`config.mk`:
```
export PLATFORM = sky130hd
export DESIGN_NAME = dual_timer
export DESIGN_NICKNAME = d
export VERILOG_FILES = /design/src/inc/tmr_pkg.sv /design/src/design/dual_timer.sv /design/src/design/tmr_prescaler.sv /design/src/design/tmr_counter.sv
export SDC_FILE = /design/constraint.sdc
export NUM_CORES = 1
export LEC_CHECK = 0
export BUFFER_PORTS_ARGS = -buffer_cell sky130_fd_sc_hd__buf_2
export CAP_MARGIN = 20
export CORE_MARGIN = 2
export CORE_UTILIZATION = 25
export CTS_CLUSTER_SIZE = 8
export DETAILED_ROUTE_END_ITERATION = 6
export GPL_TIMING_DRIVEN = 0
export PLACE_DENSITY = 0.47
export SYNTH_ARGS = -nofsm -noshare
export SYNTH_HDL_FRONTEND = slang
export SYNTH_SLANG_ARGS = --single-unit
```
`constraint.sdc`:
```
create_clock -name sys_clk -period 2.91 [get_ports sys_clk]
set_input_delay 0.291 -clock sys_clk [delete_from_list [all_inputs] [get_ports sys_clk]]
set_output_delay 0.291 -clock sys_clk [all_outputs]
set_load 0.005 [all_outputs]
```
`src/inc/tmr_pkg.sv`:
```
// shared constants and types for the dual 8-bit timer block
package tmr_pkg;

    // register byte addresses on the cpu bus
    localparam logic [15:0] ADDR_MODE_A    = 16'hff62;
    localparam logic [15:0] ADDR_MODE_B    = 16'hff69;
    localparam logic [15:0] ADDR_CNT_A     = 16'hff5c;
    localparam logic [15:0] ADDR_CNT_B     = 16'hff5d;
    localparam logic [15:0] ADDR_CMP_A     = 16'hff5e;
    localparam logic [15:0] ADDR_CMP_B_LO  = 16'hff5f;
    localparam logic [15:0] ADDR_CMP_B_HI  = 16'hff60;

    // reset values
    localparam logic [7:0] MODE_CTRL_RST   = 8'h00;
    localparam logic [7:0] CNT_RST         = 8'h00;
    localparam logic [7:0] RDATA_RST       = 8'h00;

    // prescaler taps (log2 of division)
    localparam int unsigned PRE_W          = 8;
    localparam int unsigned TAP_A0         = 6;
    localparam int unsigned TAP_A1         = 8;

    // channel b clock select codes
    localparam logic [2:0] BCLK_DIV1       = 3'h0;
    localparam logic [2:0] BCLK_DIV4_0     = 3'h1;
    localparam logic [2:0] BCLK_DIV2       = 3'h2;
    localparam logic [2:0] BCLK_DIV4_1     = 3'h3;
    localparam logic [2:0] BCLK_DIV8       = 3'h4;
    localparam logic [2:0] BCLK_DIV16      = 3'h5;

    // channel a clock select codes
    localparam logic [1:0] ACLK_DIV64      = 2'h0;
    localparam logic [1:0] ACLK_DIV256     = 2'h1;
    localparam logic [1:0] ACLK_B_MATCH    = 2'h2;
    localparam logic [1:0] ACLK_B_OUT      = 2'h3;

    // combined mode code {mode_sel_a, mode_sel_b_hi, mode_sel_b_lo}
    typedef enum logic [2:0] {
        MODE_DISCRETE = 3'b000,
        MODE_CASCADE  = 3'b101,
        MODE_CARRIER  = 3'b011,
        MODE_PWM      = 3'b010
    } tmr_mode_t;

    // output phase of the width generator
    typedef enum logic [0:0] {
        PH_LOW  = 1'b0,
        PH_HIGH = 1'b1
    } phase_t;

    // channel a mode control layout
    typedef struct packed {
        logic       run;
        logic [1:0] zero_65;
        logic [1:0] clk_sel;
        logic       zero_2;
        logic       mode_sel_a;
        logic       zero_0;
    } mode_ctrl_a_t;

    // channel b mode control layout
    typedef struct packed {
        logic       run;
        logic       zero_6;
        logic [2:0] clk_sel;
        logic       mode_sel_b_hi;
        logic       mode_sel_b_lo;
        logic       out_en;
    } mode_ctrl_b_t;

endpackage

```
`src/design/dual_timer.sv`:
```
// two 8-bit timer channels with cascade, carrier and pwm modes
//
// Functional notes
// - discrete: two 8-bit interval timers; only b gives a square wave
// - cascade: channels form one 16-bit interval timer and square wave source
// - carrier: b's carrier is gated onto the pin in bursts timed by a
// - pwm on channel b: duty set by b's low and high width registers
// - channel a compares count with its compare, pulses a irq on equality
// - channel b compares count with low-width compare, pulses b irq on match
// - cascade: b irq only on both matching together, a irq never
// - carrier and pwm: low-width compare sets pin low time
// - carrier and pwm: high-width compare sets pin high time
// - carrier and pwm: channel b also compares against high-width compare, pulses b irq
// - both counters readable and zero after reset
// - compare registers have no reset value; load before starting
// - discrete: counter clears on run low, own match, or overflow
// - cascade: both clear on b run low, joint match, joint overflow
// - carrier and pwm: b clears on run low, width match, overflow; a as in discrete
// - modes 000 discrete, 101 cascade, 011 carrier, 010 pwm; rest barred
// - cascade: b's run bit starts and stops both, a's run bit ignored
// - cascade: a's count clock forced to b's overflow signal
`timescale 1ns/100ps
`default_nettype none
module dual_timer (
    input  wire logic        sys_clk,          // 100 MHz system clock
    input  wire logic        rstn,             // async reset, active low
    input  wire logic [15:0] cpu_addr,         // register byte address
    input  wire logic        cpu_wr,           // write strobe, one cycle
    input  wire logic        cpu_rd,           // read strobe, one cycle
    input  wire logic [7:0]  cpu_wdata,        // write data
    output logic      [7:0]  cpu_rdata,        // read data, cycle after rd
    output logic             chan_a_match_irq, // channel a match pulse
    output logic             chan_b_match_irq, // channel b match pulse
    output logic             timer_out_pin,    // timer output level
    output logic             timer_out_en      // pin driven as timer output
);
    // register file
    tmr_pkg::mode_ctrl_a_t chan_a_mode_ctrl_q;
    tmr_pkg::mode_ctrl_b_t chan_b_mode_ctrl_q;
    logic [7:0]            chan_a_compare_q;
    logic [7:0]            chan_b_low_compare_q;
    logic [7:0]            chan_b_high_compare_q;
    logic [7:0]            chan_a_counter;
    logic [7:0]            chan_b_counter;
    logic [7:0]            rdata_d;
    logic [7:0]            rdata_q;

    // address decode
    wire sel_mode_a = cpu_addr == tmr_pkg::ADDR_MODE_A;
    wire sel_mode_b = cpu_addr == tmr_pkg::ADDR_MODE_B;
    wire sel_cnt_a  = cpu_addr == tmr_pkg::ADDR_CNT_A;
    wire sel_cnt_b  = cpu_addr == tmr_pkg::ADDR_CNT_B;
    wire sel_cmp_a  = cpu_addr == tmr_pkg::ADDR_CMP_A;
    wire sel_cmp_bl = cpu_addr == tmr_pkg::ADDR_CMP_B_LO;
    wire sel_cmp_bh = cpu_addr == tmr_pkg::ADDR_CMP_B_HI;

    // reserved bits forced to zero on write
    wire [7:0] wmask_a = 8'h9a;
    wire [7:0] wmask_b = 8'hbf;

    always_ff @(posedge sys_clk or negedge rstn) begin
        if (!rstn) begin
            chan_a_mode_ctrl_q <= tmr_pkg::MODE_CTRL_RST;
            chan_b_mode_ctrl_q <= tmr_pkg::MODE_CTRL_RST;
        end else if (cpu_wr) begin
            if (sel_mode_a) begin
                chan_a_mode_ctrl_q <= cpu_wdata & wmask_a;
            end
            if (sel_mode_b) begin
                chan_b_mode_ctrl_q <= cpu_wdata & wmask_b;
            end
        end
    end

    // compare registers deliberately carry no reset
    always_ff @(posedge sys_clk) begin
        if (cpu_wr && sel_cmp_a) begin
            chan_a_compare_q <= cpu_wdata;
        end
        if (cpu_wr && sel_cmp_bl) begin
            chan_b_low_compare_q <= cpu_wdata;
        end
        if (cpu_wr && sel_cmp_bh) begin
            chan_b_high_compare_q <= cpu_wdata;
        end
    end

    // read mux, unmapped addresses read zero; counters live
    assign rdata_d = sel_mode_a ? 8'(chan_a_mode_ctrl_q) :
                     sel_mode_b ? 8'(chan_b_mode_ctrl_q) :
                     sel_cnt_a  ? chan_a_counter :
                     sel_cnt_b  ? chan_b_counter :
                     sel_cmp_a  ? chan_a_compare_q :
                     sel_cmp_bl ? chan_b_low_compare_q :
                     sel_cmp_bh ? chan_b_high_compare_q :
                                  tmr_pkg::RDATA_RST;

    // read data held between reads so a slow master can take it late
    always_ff @(posedge sys_clk or negedge rstn) begin
        if (!rstn) begin
            rdata_q <= tmr_pkg::RDATA_RST;
        end else if (cpu_rd) begin
            rdata_q <= rdata_d;
        end
    end
    assign cpu_rdata = rdata_q;

    // mode decode
    // barred codes fail m_legal and hold both counters at zero
    wire [2:0] mode_code = {chan_a_mode_ctrl_q.mode_sel_a,
                            chan_b_mode_ctrl_q.mode_sel_b_hi,
                            chan_b_mode_ctrl_q.mode_sel_b_lo};
    wire m_disc  = mode_code == tmr_pkg::MODE_DISCRETE;
    wire m_casc  = mode_code == tmr_pkg::MODE_CASCADE;
    wire m_carr  = mode_code == tmr_pkg::MODE_CARRIER;
    wire m_pwm   = mode_code == tmr_pkg::MODE_PWM;
    wire m_width = m_carr | m_pwm;
    wire m_legal = m_disc | m_casc | m_width;

    // b's run bit governs both in cascade; barred codes stop both
    wire run_b = m_legal & chan_b_mode_ctrl_q.run;
    wire run_a = m_casc ? chan_b_mode_ctrl_q.run :
                 (m_legal & chan_a_mode_ctrl_q.run);

    // count clocks
    logic [tmr_pkg::PRE_W:0] pre_tick;

    tmr_prescaler #(
        .W (tmr_pkg::PRE_W)
    ) u_pre (
        .sys_clk (sys_clk),
        .rstn    (rstn),
        .tick    (pre_tick)
    );

    // b clock codes 6 and 7 are barred and give no tick
    logic b_tick;
    always_comb begin
        unique case (chan_b_mode_ctrl_q.clk_sel)
            tmr_pkg::BCLK_DIV1:   b_tick = pre_tick[0];
            tmr_pkg::BCLK_DIV4_0: b_tick = pre_tick[2];
            tmr_pkg::BCLK_DIV2:   b_tick = pre_tick[1];
            tmr_pkg::BCLK_DIV4_1: b_tick = pre_tick[2];
            tmr_pkg::BCLK_DIV8:   b_tick = pre_tick[3];
            tmr_pkg::BCLK_DIV16:  b_tick = pre_tick[4];
            default:              b_tick = 1'b0;
        endcase
    end

    // compare logic
    tmr_pkg::phase_t phase_q;
    tmr_pkg::phase_t phase_d;

    wire a_eq  = chan_a_counter == chan_a_compare_q;
    wire bl_eq = chan_b_counter == chan_b_low_compare_q;
    wire bh_eq = chan_b_counter == chan_b_high_compare_q;

    // all-ones detects; b's feeds the cascade carry into a
    wire b_wrap = chan_b_counter == 8'hff;
    wire a_wrap = chan_a_counter == 8'hff;

    // width modes compare against the register of the running phase
    wire b_lo_hit = run_b & b_tick & bl_eq &
                    (!m_width | (phase_q == tmr_pkg::PH_LOW));
    wire b_hi_hit = run_b & b_tick & bh_eq & m_width &
                    (phase_q == tmr_pkg::PH_HIGH);
    wire b_match  = (b_lo_hit | b_hi_hit) & !m_casc;

    // cascade: 16-bit compare of {a,b} against {a,b} compares
    wire casc_hit = m_casc & run_b & b_tick & bl_eq & a_eq;
    // cascade carry, b's overflow signal feeding a
    wire b_carry  = m_casc & run_b & b_tick & b_wrap & !casc_hit;

    // b output toggle (discrete) or low-width match (width modes) event used as a clock source outside cascade
    wire b_out_evt = m_width ? b_lo_hit : b_match;

    // cascade overrides a's own clock select
    logic a_tick;
    always_comb begin
        if (m_casc) begin
            a_tick = b_carry;
        end else begin
            unique case (chan_a_mode_ctrl_q.clk_sel)
                tmr_pkg::ACLK_DIV64:   a_tick = pre_tick[tmr_pkg::TAP_A0];
                tmr_pkg::ACLK_DIV256:  a_tick = pre_tick[tmr_pkg::TAP_A1];
                tmr_pkg::ACLK_B_MATCH: a_tick = b_match;
                tmr_pkg::ACLK_B_OUT:   a_tick = b_out_evt;
            endcase
        end
    end

    // a's own compare is suppressed in cascade mode
    wire a_match = !m_casc & run_a & a_tick & a_eq;

    // counters
    // discrete: each clears on own match, wraps on overflow
    // cascade: joint match clears both, joint wrap is natural
    // width modes: b clears on either width match
    // cascade lets b run past its own low match until a agrees too
    wire b_clr = m_casc ? casc_hit :
                 (b_lo_hit | b_hi_hit);
    wire a_clr = m_casc ? casc_hit : a_match;

    tmr_counter #(
        .W (8)
    ) u_cnt_a (
        .sys_clk (sys_clk),
        .rstn    (rstn),
        .run     (run_a),
        .inc     (a_tick),
        .clr     (a_clr),
        .cnt_q   (chan_a_counter)
    );

    tmr_counter #(
        .W (8)
    ) u_cnt_b (
        .sys_clk (sys_clk),
        .rstn    (rstn),
        .run     (run_b),
        .inc     (b_tick),
        .clr     (b_clr),
        .cnt_q   (chan_b_counter)
    );

    // width phase; restarts low when b stops or leaves the width modes
    always_comb begin
        phase_d = phase_q;
        if (!run_b || !m_width) begin
            phase_d = tmr_pkg::PH_LOW;
        end else begin
            unique case (phase_q)
                tmr_pkg::PH_LOW: begin
                    if (b_lo_hit) begin
                        phase_d = tmr_pkg::PH_HIGH;
                    end
                end
                tmr_pkg::PH_HIGH: begin
                    if (b_hi_hit) begin
                        phase_d = tmr_pkg::PH_LOW;
                    end
                end
            endcase
        end
    end

    // output logic
    logic sq_q;
    logic sq_d;
    logic gate_q;
    logic gate_d;
    logic pin_d;

    // square wave toggles on b match (discrete) or joint match (cascade)
    wire sq_flip = (m_disc & b_match) | casc_hit;
    assign sq_d = !run_b  ? 1'b0 :
                  sq_flip ? !sq_q : sq_q;

    // carrier burst window flips on each channel a match
    wire gate_on = m_carr & run_a;
    assign gate_d = !gate_on ? 1'b0 :
                    a_match  ? !gate_q : gate_q;

    // barred mode codes leave the pin low
    always_comb begin
        pin_d = 1'b0;
        if (m_pwm) begin
            pin_d = phase_d == tmr_pkg::PH_HIGH;
        end else if (m_carr) begin
            pin_d = gate_d & (phase_d == tmr_pkg::PH_HIGH);
        end else if (m_disc || m_casc) begin
            pin_d = sq_d;
        end
    end

    // pin and enable share an edge; a disabled pin never shows high
    always_ff @(posedge sys_clk or negedge rstn) begin
        if (!rstn) begin
            phase_q          <= tmr_pkg::PH_LOW;
            sq_q             <= 1'b0;
            gate_q           <= 1'b0;
            timer_out_pin    <= 1'b0;
            timer_out_en     <= 1'b0;
            chan_a_match_irq <= 1'b0;
            chan_b_match_irq <= 1'b0;
        end else begin
            phase_q          <= phase_d;
            sq_q             <= sq_d;
            gate_q           <= gate_d;
            timer_out_pin    <= pin_d & chan_b_mode_ctrl_q.out_en;
            timer_out_en     <= chan_b_mode_ctrl_q.out_en;
            chan_a_match_irq <= a_match;
            chan_b_match_irq <= b_match | casc_hit;
        end
    end
endmodule
`default_nettype wire

```
`src/design/tmr_prescaler.sv`:
```
// free-running divider giving one-cycle enables at power-of-two rates
`timescale 1ns/100ps
`default_nettype none
module tmr_prescaler #(
    parameter int unsigned W = tmr_pkg::PRE_W
) (
    input  wire logic         sys_clk, // system clock
    input  wire logic         rstn,    // async reset, active low
    output logic [W:0]        tick     // tick[k]: enable every 2**k cycles
);
    logic [W-1:0] div_q;

    always_ff @(posedge sys_clk or negedge rstn) begin
        if (!rstn) begin
            div_q <= '0;
        end else begin
            div_q <= div_q + 1'b1;
        end
    end

    assign tick[0] = 1'b1;
    for (genvar k = 1; k <= W; k++) begin : g_tap
        assign tick[k] = &div_q[k-1:0];
    end
endmodule
`default_nettype wire

```
`src/design/tmr_counter.sv`:
```
// 8-bit up counter with stop-clear, match-clear and natural wrap
`timescale 1ns/100ps
`default_nettype none
module tmr_counter #(
    parameter int unsigned W = 8
) (
    input  wire logic         sys_clk, // system clock
    input  wire logic         rstn,    // async reset, active low
    input  wire logic         run,     // low holds the count at zero
    input  wire logic         inc,     // count enable pulse
    input  wire logic         clr,     // clear pulse, wins over inc
    output logic [W-1:0]      cnt_q    // current count
);
    logic [W-1:0] cnt_d;

    assign cnt_d = !run ? '0 :
                   clr  ? '0 :
                   inc  ? W'(cnt_q + 1'b1) : cnt_q;

    always_ff @(posedge sys_clk or negedge rstn) begin
        if (!rstn) begin
            cnt_q <= '0;
        end else begin
            cnt_q <= cnt_d;
        end
    end
endmodule
`default_nettype wire

```
* Yosys cells after proc, flatten, opt, wreduce, memory -nomap -nowiden
Cells that the tools add are included.
** Storage, ports and cells
- Output and inout bits :: 12
- Memories :: 0
- Flip-flop bits (word level) :: 74
- Bits of input ports :: 28
- Bits in writable memories :: 0
- Word-level logic and storage cells :: 132
- Bits in latches :: 0
- ROM bits :: 0
** Operators by class
- Div/mod/pow operators :: 0
- Equality and inequality tests :: 24
- $add $sub $neg :: 3
- Shift-type cells :: 0
- Multiply operators :: 0
- Reductions and logical operators :: 22
- $lt $le $gt $ge :: 0
- Muxes and demuxes :: 31
- Bitwise logic cells :: 30
** Operators by type and width (number)
- == test 16 bit (second input constant) :: 7
- two-way mux 8 bit :: 13
- adder 8 x 1 -> 8 bit (second input constant) :: 3
- == test 8 bit :: 3
- bitwise AND 1 bit :: 22
- two-way mux 1 bit :: 15
- == test 3 x 2 -> 1 bit (second input constant) :: 4
- == test 3 bit (second input constant) :: 3
- == test 8 bit (second input constant) :: 1
- AND reduction 8 bit :: 1
- OR 1 bit :: 7
- logical NOT 1 bit :: 6
- logical NOT 3 bit :: 2
- != test 3 x 1 -> 1 bit (second input constant) :: 2
- AND reduction 2 bit :: 3
- AND reduction 6 bit :: 1
- case mux 1 bit (5 select lines) :: 1
- == test 2 bit (second input constant) :: 2
- case mux 1 bit (4 select lines) :: 1
- AND reduction 4 bit :: 1
- == test 3 x 1 -> 1 bit (second input constant) :: 1
- logical AND 1 bit :: 3
- AND reduction 3 bit :: 1
- == test 2 x 1 -> 1 bit (second input constant) :: 1
- 5 further kinds :: 6

* Depth between registers and ports, before layout
- Depth after elaboration :: 21
- Mapped depth :: 9
- Mapped depth without buffers :: 9

* Modules after synthesis
Synthesis repeated with hierarchy kept, for this count alone.
** Second synthesis, totals
- Cell total of the unflattened synthesis :: 371
- Area, all modules :: 3927.5 sq um
** Modules (own cells, without submodules)
- dual_timer :: area an instance 2767.7 sq um, times used 1, cells an instance 261, sequential area each 1371.3 sq um
- tmr_counter :: area an instance 394.1 sq um, times used 2, cells an instance 38, sequential area each 200.2 sq um
- tmr_prescaler :: area an instance 371.6 sq um, times used 1, cells an instance 34, sequential area each 200.2 sq um

* Worst setup path before layout
No wires, ideal clock.
- Kind :: reg2reg
- Start point :: register u_pre.div_q[0]
- End point :: register u_cnt_a.cnt_q[6]
- Required time :: 2.830 ns
- Buffers on the path :: 0
- Setup time :: 0.080 ns
- Arrival :: 2.173 ns
- Stages on the path, launching flop included :: 10
- Path slack :: 0.657 ns
- Period minus slack after synthesis :: 2.253 ns
- Cell sequence :: dfrtp_1 > ha_1 > ha_1 > nand2b_1 > a221oi_2 > o211ai_2 > a211oi_4 > o211ai_2 > or4_1 > a21oi_1
** On the way
- Word-level cells in the longest chain between the ends :: 16
- Elaborated cells on any way between the ends :: 29
- Classes of those cells :: eq/ne (1); mux (7); bitwise (15); reduce/logical (6)
** RTL lines
- start, declared :: line tmr_prescaler.sv:11 : logic [W-1:0] div_q;
- start signal, assigned :: line tmr_prescaler.sv:17 : div_q <= div_q + 1'b1;
- AND reduction 4 bit (tied with other cells) :: line tmr_prescaler.sv:23 : assign tick[k] = &div_q[k-1:0];
- case mux 1 bit (5 select lines) :: line dual_timer.sv:139 : unique case (chan_b_mode_ctrl_q.clk_sel)
- bitwise AND 1 bit :: line dual_timer.sv:163, dual_timer.sv:165
- bitwise AND 1 bit (3 in series) :: line dual_timer.sv:165 : wire b_hi_hit = run_b & b_tick & bh_eq & m_width &
- OR 1 bit :: line dual_timer.sv:167 : wire b_match = (b_lo_hit | b_hi_hit) & !m_casc;
- bitwise AND 1 bit :: line dual_timer.sv:167
- two-way mux 1 bit :: line dual_timer.sv:175 : wire b_out_evt = m_width ? b_lo_hit : b_match;
- case mux 1 bit (4 select lines) :: line dual_timer.sv:183 : unique case (chan_a_mode_ctrl_q.clk_sel)
- two-way mux 1 bit :: line dual_timer.sv:180 : if (m_casc) begin
- bitwise AND 1 bit (2 in series) :: line dual_timer.sv:193 : wire a_match = !m_casc & run_a & a_tick & a_eq;
- two-way mux 1 bit :: line dual_timer.sv:202 : wire a_clr = m_casc ? casc_hit : a_match;
- two-way mux 8 bit :: line tmr_counter.sv:17 : clr ? '0 :
- two-way mux 8 bit :: line tmr_counter.sv:16 : assign cnt_d = !run ? '0 :
- end signal, assigned :: line tmr_counter.sv:24 : cnt_q <= cnt_d;
- end, declared :: line tmr_counter.sv:12 : output logic [W-1:0] cnt_q
Parallel ways exist; a longest one is shown, timed or not.
A chain may end at the register's enable or synchronous reset.

* Worst setup path after layout
- Start point :: register u_pre.div_q[0]
- End point :: register u_cnt_a.cnt_q[4]
The elaborated chain is that of the path after synthesis.

==> impl_metrics.ini <==
[outcome]
outcome = complete, no violations

[global_route]
grtUsageTotal_pct = 13.5
initial_antenna_violation_count = 1
vias_in_the_first_global_route = 3083
grt_first_pass_wirelength_mm = 17.0
largest_net_degree_at_the_start_of_global_routing = 31
grt_overflow_total = 0

[floorplanning]
top_level_ports = 40
placementRows = 46
floorplan.die_area_um2 = 17000
die_w_um = 130
dieHeight_um = 130
initial_core_util_pct = 25.3
floorplan.core_area_um2 = 15800

[placed_design]
placedCellCount = 637
dpl.hpwl_mm = 8.26
port_buffers = 36
place_congestion = 0.815

[logic_synthesis]
dominantRegCellSynth = dfrtp_1
yosysUniqueCellTypes = 63
number_of_flops_mapped_to_enable_cells_by_yosys = 24
syn_avg_cell_area_um2 = 10.4
post_synthesis_cell_area_um2 = 4000
postSynthCellCount = 383
synth_warnings = 0
synth_nets = 415
synthArstFlopShare_pct = 67.6
ys_seq_area_share_pct = 49.4
total_of_flip_flops_plus_latches_after_synthesis = 74

[sta]
finalWorstPathRequiredPeriod_ns = 2.66
timing.setup.tns_ns = 0
timing.fmax_ghz = 0.376
final_max_slew_viol_count = 0
final_min_period_over_clock_period_pct = 91.4
timing_hold_violations_final = 0
max_slew.worst_pin.slew_ns = 0.694
slew-limit-headroom_pct = 53.6
worst_clock_skew_ns = 0.00808
grt_setup_unrepaired = no
setup_viol = 0

[detailed_routing]
avgViaCountPerCell = 4.66
ant_nets = 0
drt_wl_total_mm = 10.8
drc_viols = 0
firstDrtPassIters = 4
vias = 3055
detailed_router_s_first_iteration_violation_count = 171
post_drt_wl_per_cell_um = 16.5

[min_path]
hold_path_depth = 1
min_delay_worst_endpoint = chan_a_compare_q[6]$_DFFE_PP_
holdCritPathClass = primary input to flip-flop
worstHoldStart = cpu_wdata[6]

[setup_path]
critical-path-top-delay-family = compound AO/OA/AOI/OAI gates
cp_max_fo = 8
crit_path_max_incr_delay_ns = 0.41
worstSetupStartpointType = flip-flop
crit_path_end_kind = flip-flop
rr_endpoint = u_cnt_a.cnt_q[4]$_DFFE_PN0P_
r2r_cells = 9
crit_path_frequent_cell = ha_1
ff2ff_setup_slack_ns = 0.25
crit_path_max_delay_cell_type = a221oi_2
crit_path_cell_trace = ha_1 > ha_1 > nand2b_1 > a221oi_2 > o211ai_2 > a211o_2 > a21o_1 > nand3_1 > o21ba_2
worst-endpoint-arrival_ns = 2.89
criticalPathCategory = flip-flop to flip-flop
cp.buffers_inverters = 0
critical_path.reg2reg.startpoint = u_pre.div_q[0]$_DFF_PN0_
worst_ep_required_time_ns = 3.14

[clocking]
cts-buffers-inserted = 9
cts_tree = yes
cts_buffer_depth = 2
cts_setup_buffers = 0
h-tree-depth = 3
clock-sinks = 74
clock_insertion_delay_worst_skew_ns = 0.34
cts_root_buf = clkbuf_16
cts.reportedPaths.clkPinSlew_ns = 0.06

[final_layout]
nNetsFinal = 465
fin_cells = 655
layout-area-overhead-vs-synth_pct = 19.8
post_route_cells_drive_above_1_share_pct = 20.8

[power_and_ir_drop]
ir_drop_mv = 0.257
power_leakage_nw = 1.97
powerDensity_nw_per_um2 = 477
p_total_mw = 2.28

[job]
max-cap-violations = 0
## power breakdown
group	leakage (nW)	internal, mW	switching [mW]
sequential	0.890	1.08	0.00405
combinational	0.934	0.0317	0.0530
clock	0.147	0.676	0.435
## Yosys cell counts, types with 6 or more instances
cell type | n | area (um^2)
edfxtp_1 | 24 | 721
a21oi_1 | 16 | 80.1
and2_1 | 6 | 37.5
nand2_1 | 38 | 143
o21ai_0 | 10 | 50.1
xor2_1 | 30 | 263
mux2_2 | 11 | 124
xnor2_1 | 10 | 87.6
and3_1 | 6 | 37.5
nor3_1 | 12 | 60.1
nor2_1 | 40 | 150
nand3_1 | 17 | 85.1
clkbuf_1 | 7 | 26.3
dfrtp_1 | 50 | 1250
a22oi_1 | 6 | 45.0
inv_1 | 8 | 30.0
## worst register-to-register path, stage by stage (launching register included)
cell,delay [ns]
dfrtp_1,0.38
ha_1,0.22
ha_1,0.16
nand2b_1,0.06
a221oi_2,0.41
o211ai_2,0.25
a211o_2,0.39
a21o_1,0.20
nand3_1,0.28
o21ba_2,0.21
## worst max path at each step
stage                                  from                                end  slack [ns]  cells after the start
5_1_grt        u_cnt_a.cnt_q[4]$_DFFE_PN0P_            timer_out_pin$_DFF_PN0_         0.1                      8
3_3_place_gp                    cpu_addr[7]      chan_a_compare_q[1]$_DFFE_PP_        0.06                      6
2_1_floorplan      u_pre.div_q[0]$_DFF_PN0_       u_cnt_a.cnt_q[6]$_DFFE_PN0P_        0.66                      9
3_5_place_dp                    cpu_addr[7]  chan_b_mode_ctrl_q[1]$_DFFE_PN0P_        0.25                      7
4_1_cts        u_cnt_a.cnt_q[4]$_DFFE_PN0P_            timer_out_pin$_DFF_PN0_        0.25                      8
6_report           u_pre.div_q[0]$_DFF_PN0_       u_cnt_a.cnt_q[4]$_DFFE_PN0P_        0.25                      9
## through the flow
stage,setup slack (ns),instance area (um^2),utilization (%),hold slack (ns)
6_report,0.251,4790,30.3,0.165
3_5_place_dp,0.249,4470,28.3,0.299
3_3_place_gp,0.0648,4450,28.2,0.448
5_1_grt,0.0967,4780,30.3,0.164
4_1_cts,0.254,4780,30.3,0.161
2_1_floorplan,0.657,4000,-,-0.00459
## repair_timing
action,CTS,global route
endpoints found under the hold margin,20,0
hold buffers,1,0
gates resized for setup,0,0
## registers in the layout (all words and copies together) (netlist names)
| name | count |
|---|---|
| chan_a_compare_q | 8 |
| chan_a_match_irq | 1 |
| chan_a_mode_ctrl_q | 4 |
| chan_b_high_compare_q | 8 |
| chan_b_low_compare_q | 8 |
| chan_b_match_irq | 1 |
| chan_b_mode_ctrl_q | 7 |
| cpu_rdata | 8 |
| gate_q | 1 |
| phase_q | 1 |
| sq_q | 1 |
| timer_out_en | 1 |
| timer_out_pin | 1 |
| u_cnt_a.cnt_q | 8 |
| u_cnt_b.cnt_q | 8 |
| u_pre.div_q | 8 |
## cell families after synthesis
group / Yosys count / synth area share (%)
compound gates: 68 / 12.3
xor+xnor: 40 / 8.77
fa+ha+maj: 4 / 1.25
buf+inv: 22 / 2.88
flops: 74 / 49.4
mux: 15 / 4.10
simple gates: 160 / 21.3
## cells in the final DEF (no fill, tap or decap), types with 2 or more instances in the layout
cell type  instances
or3_1              5
nor4_4             3
and2_1             6
mux2i_1            4
o211ai_2           2
o31ai_1            5
a31oi_1            4
buf_6              4
and3_1             6
or4_1              2
o22a_1             3
nor4_1             4
or2_2              3
a21o_1             2
nor2b_1            2
nor3_2             2
clkbuf_16         10
dfrtp_1           50
nor2_1            40
nand3b_1           2
o21ai_0           10
clkbuf_8           2
nand4b_1           2
xor2_1            30
clkbuf_1           8
nand3_1           17
nand2_1           38
inv_1              8
edfxtp_1          24
buf_2             38
o21a_1             3
nand2b_1           4
mux2_2            11
a22oi_1            6
nand4_1            5
ha_1               4
nor3_1            12
xnor2_1           10
a21oi_1           16
## per-layer routing
layer	global-route usage, %	share of wire, %	vias to the layer above
li1	-	-	1485
met4	7.07	3.1	0
met5	0	0	-
met3	2.93	4.8	19
met2	20.4	45	79
met1	18.3	48	1472
## cell type report
cell class	count	area, um^2
fill	1652	11000
sequential	74	1970
multi-input combinational	287	1910
clock buffer	13	282
tap	216	270
timing repair buffer	39	215
buffer	14	85.1
inverter	8	30.0
clock inverter	3	21.3
antenna	1	2.50
(Power assumes the default switching activity.)
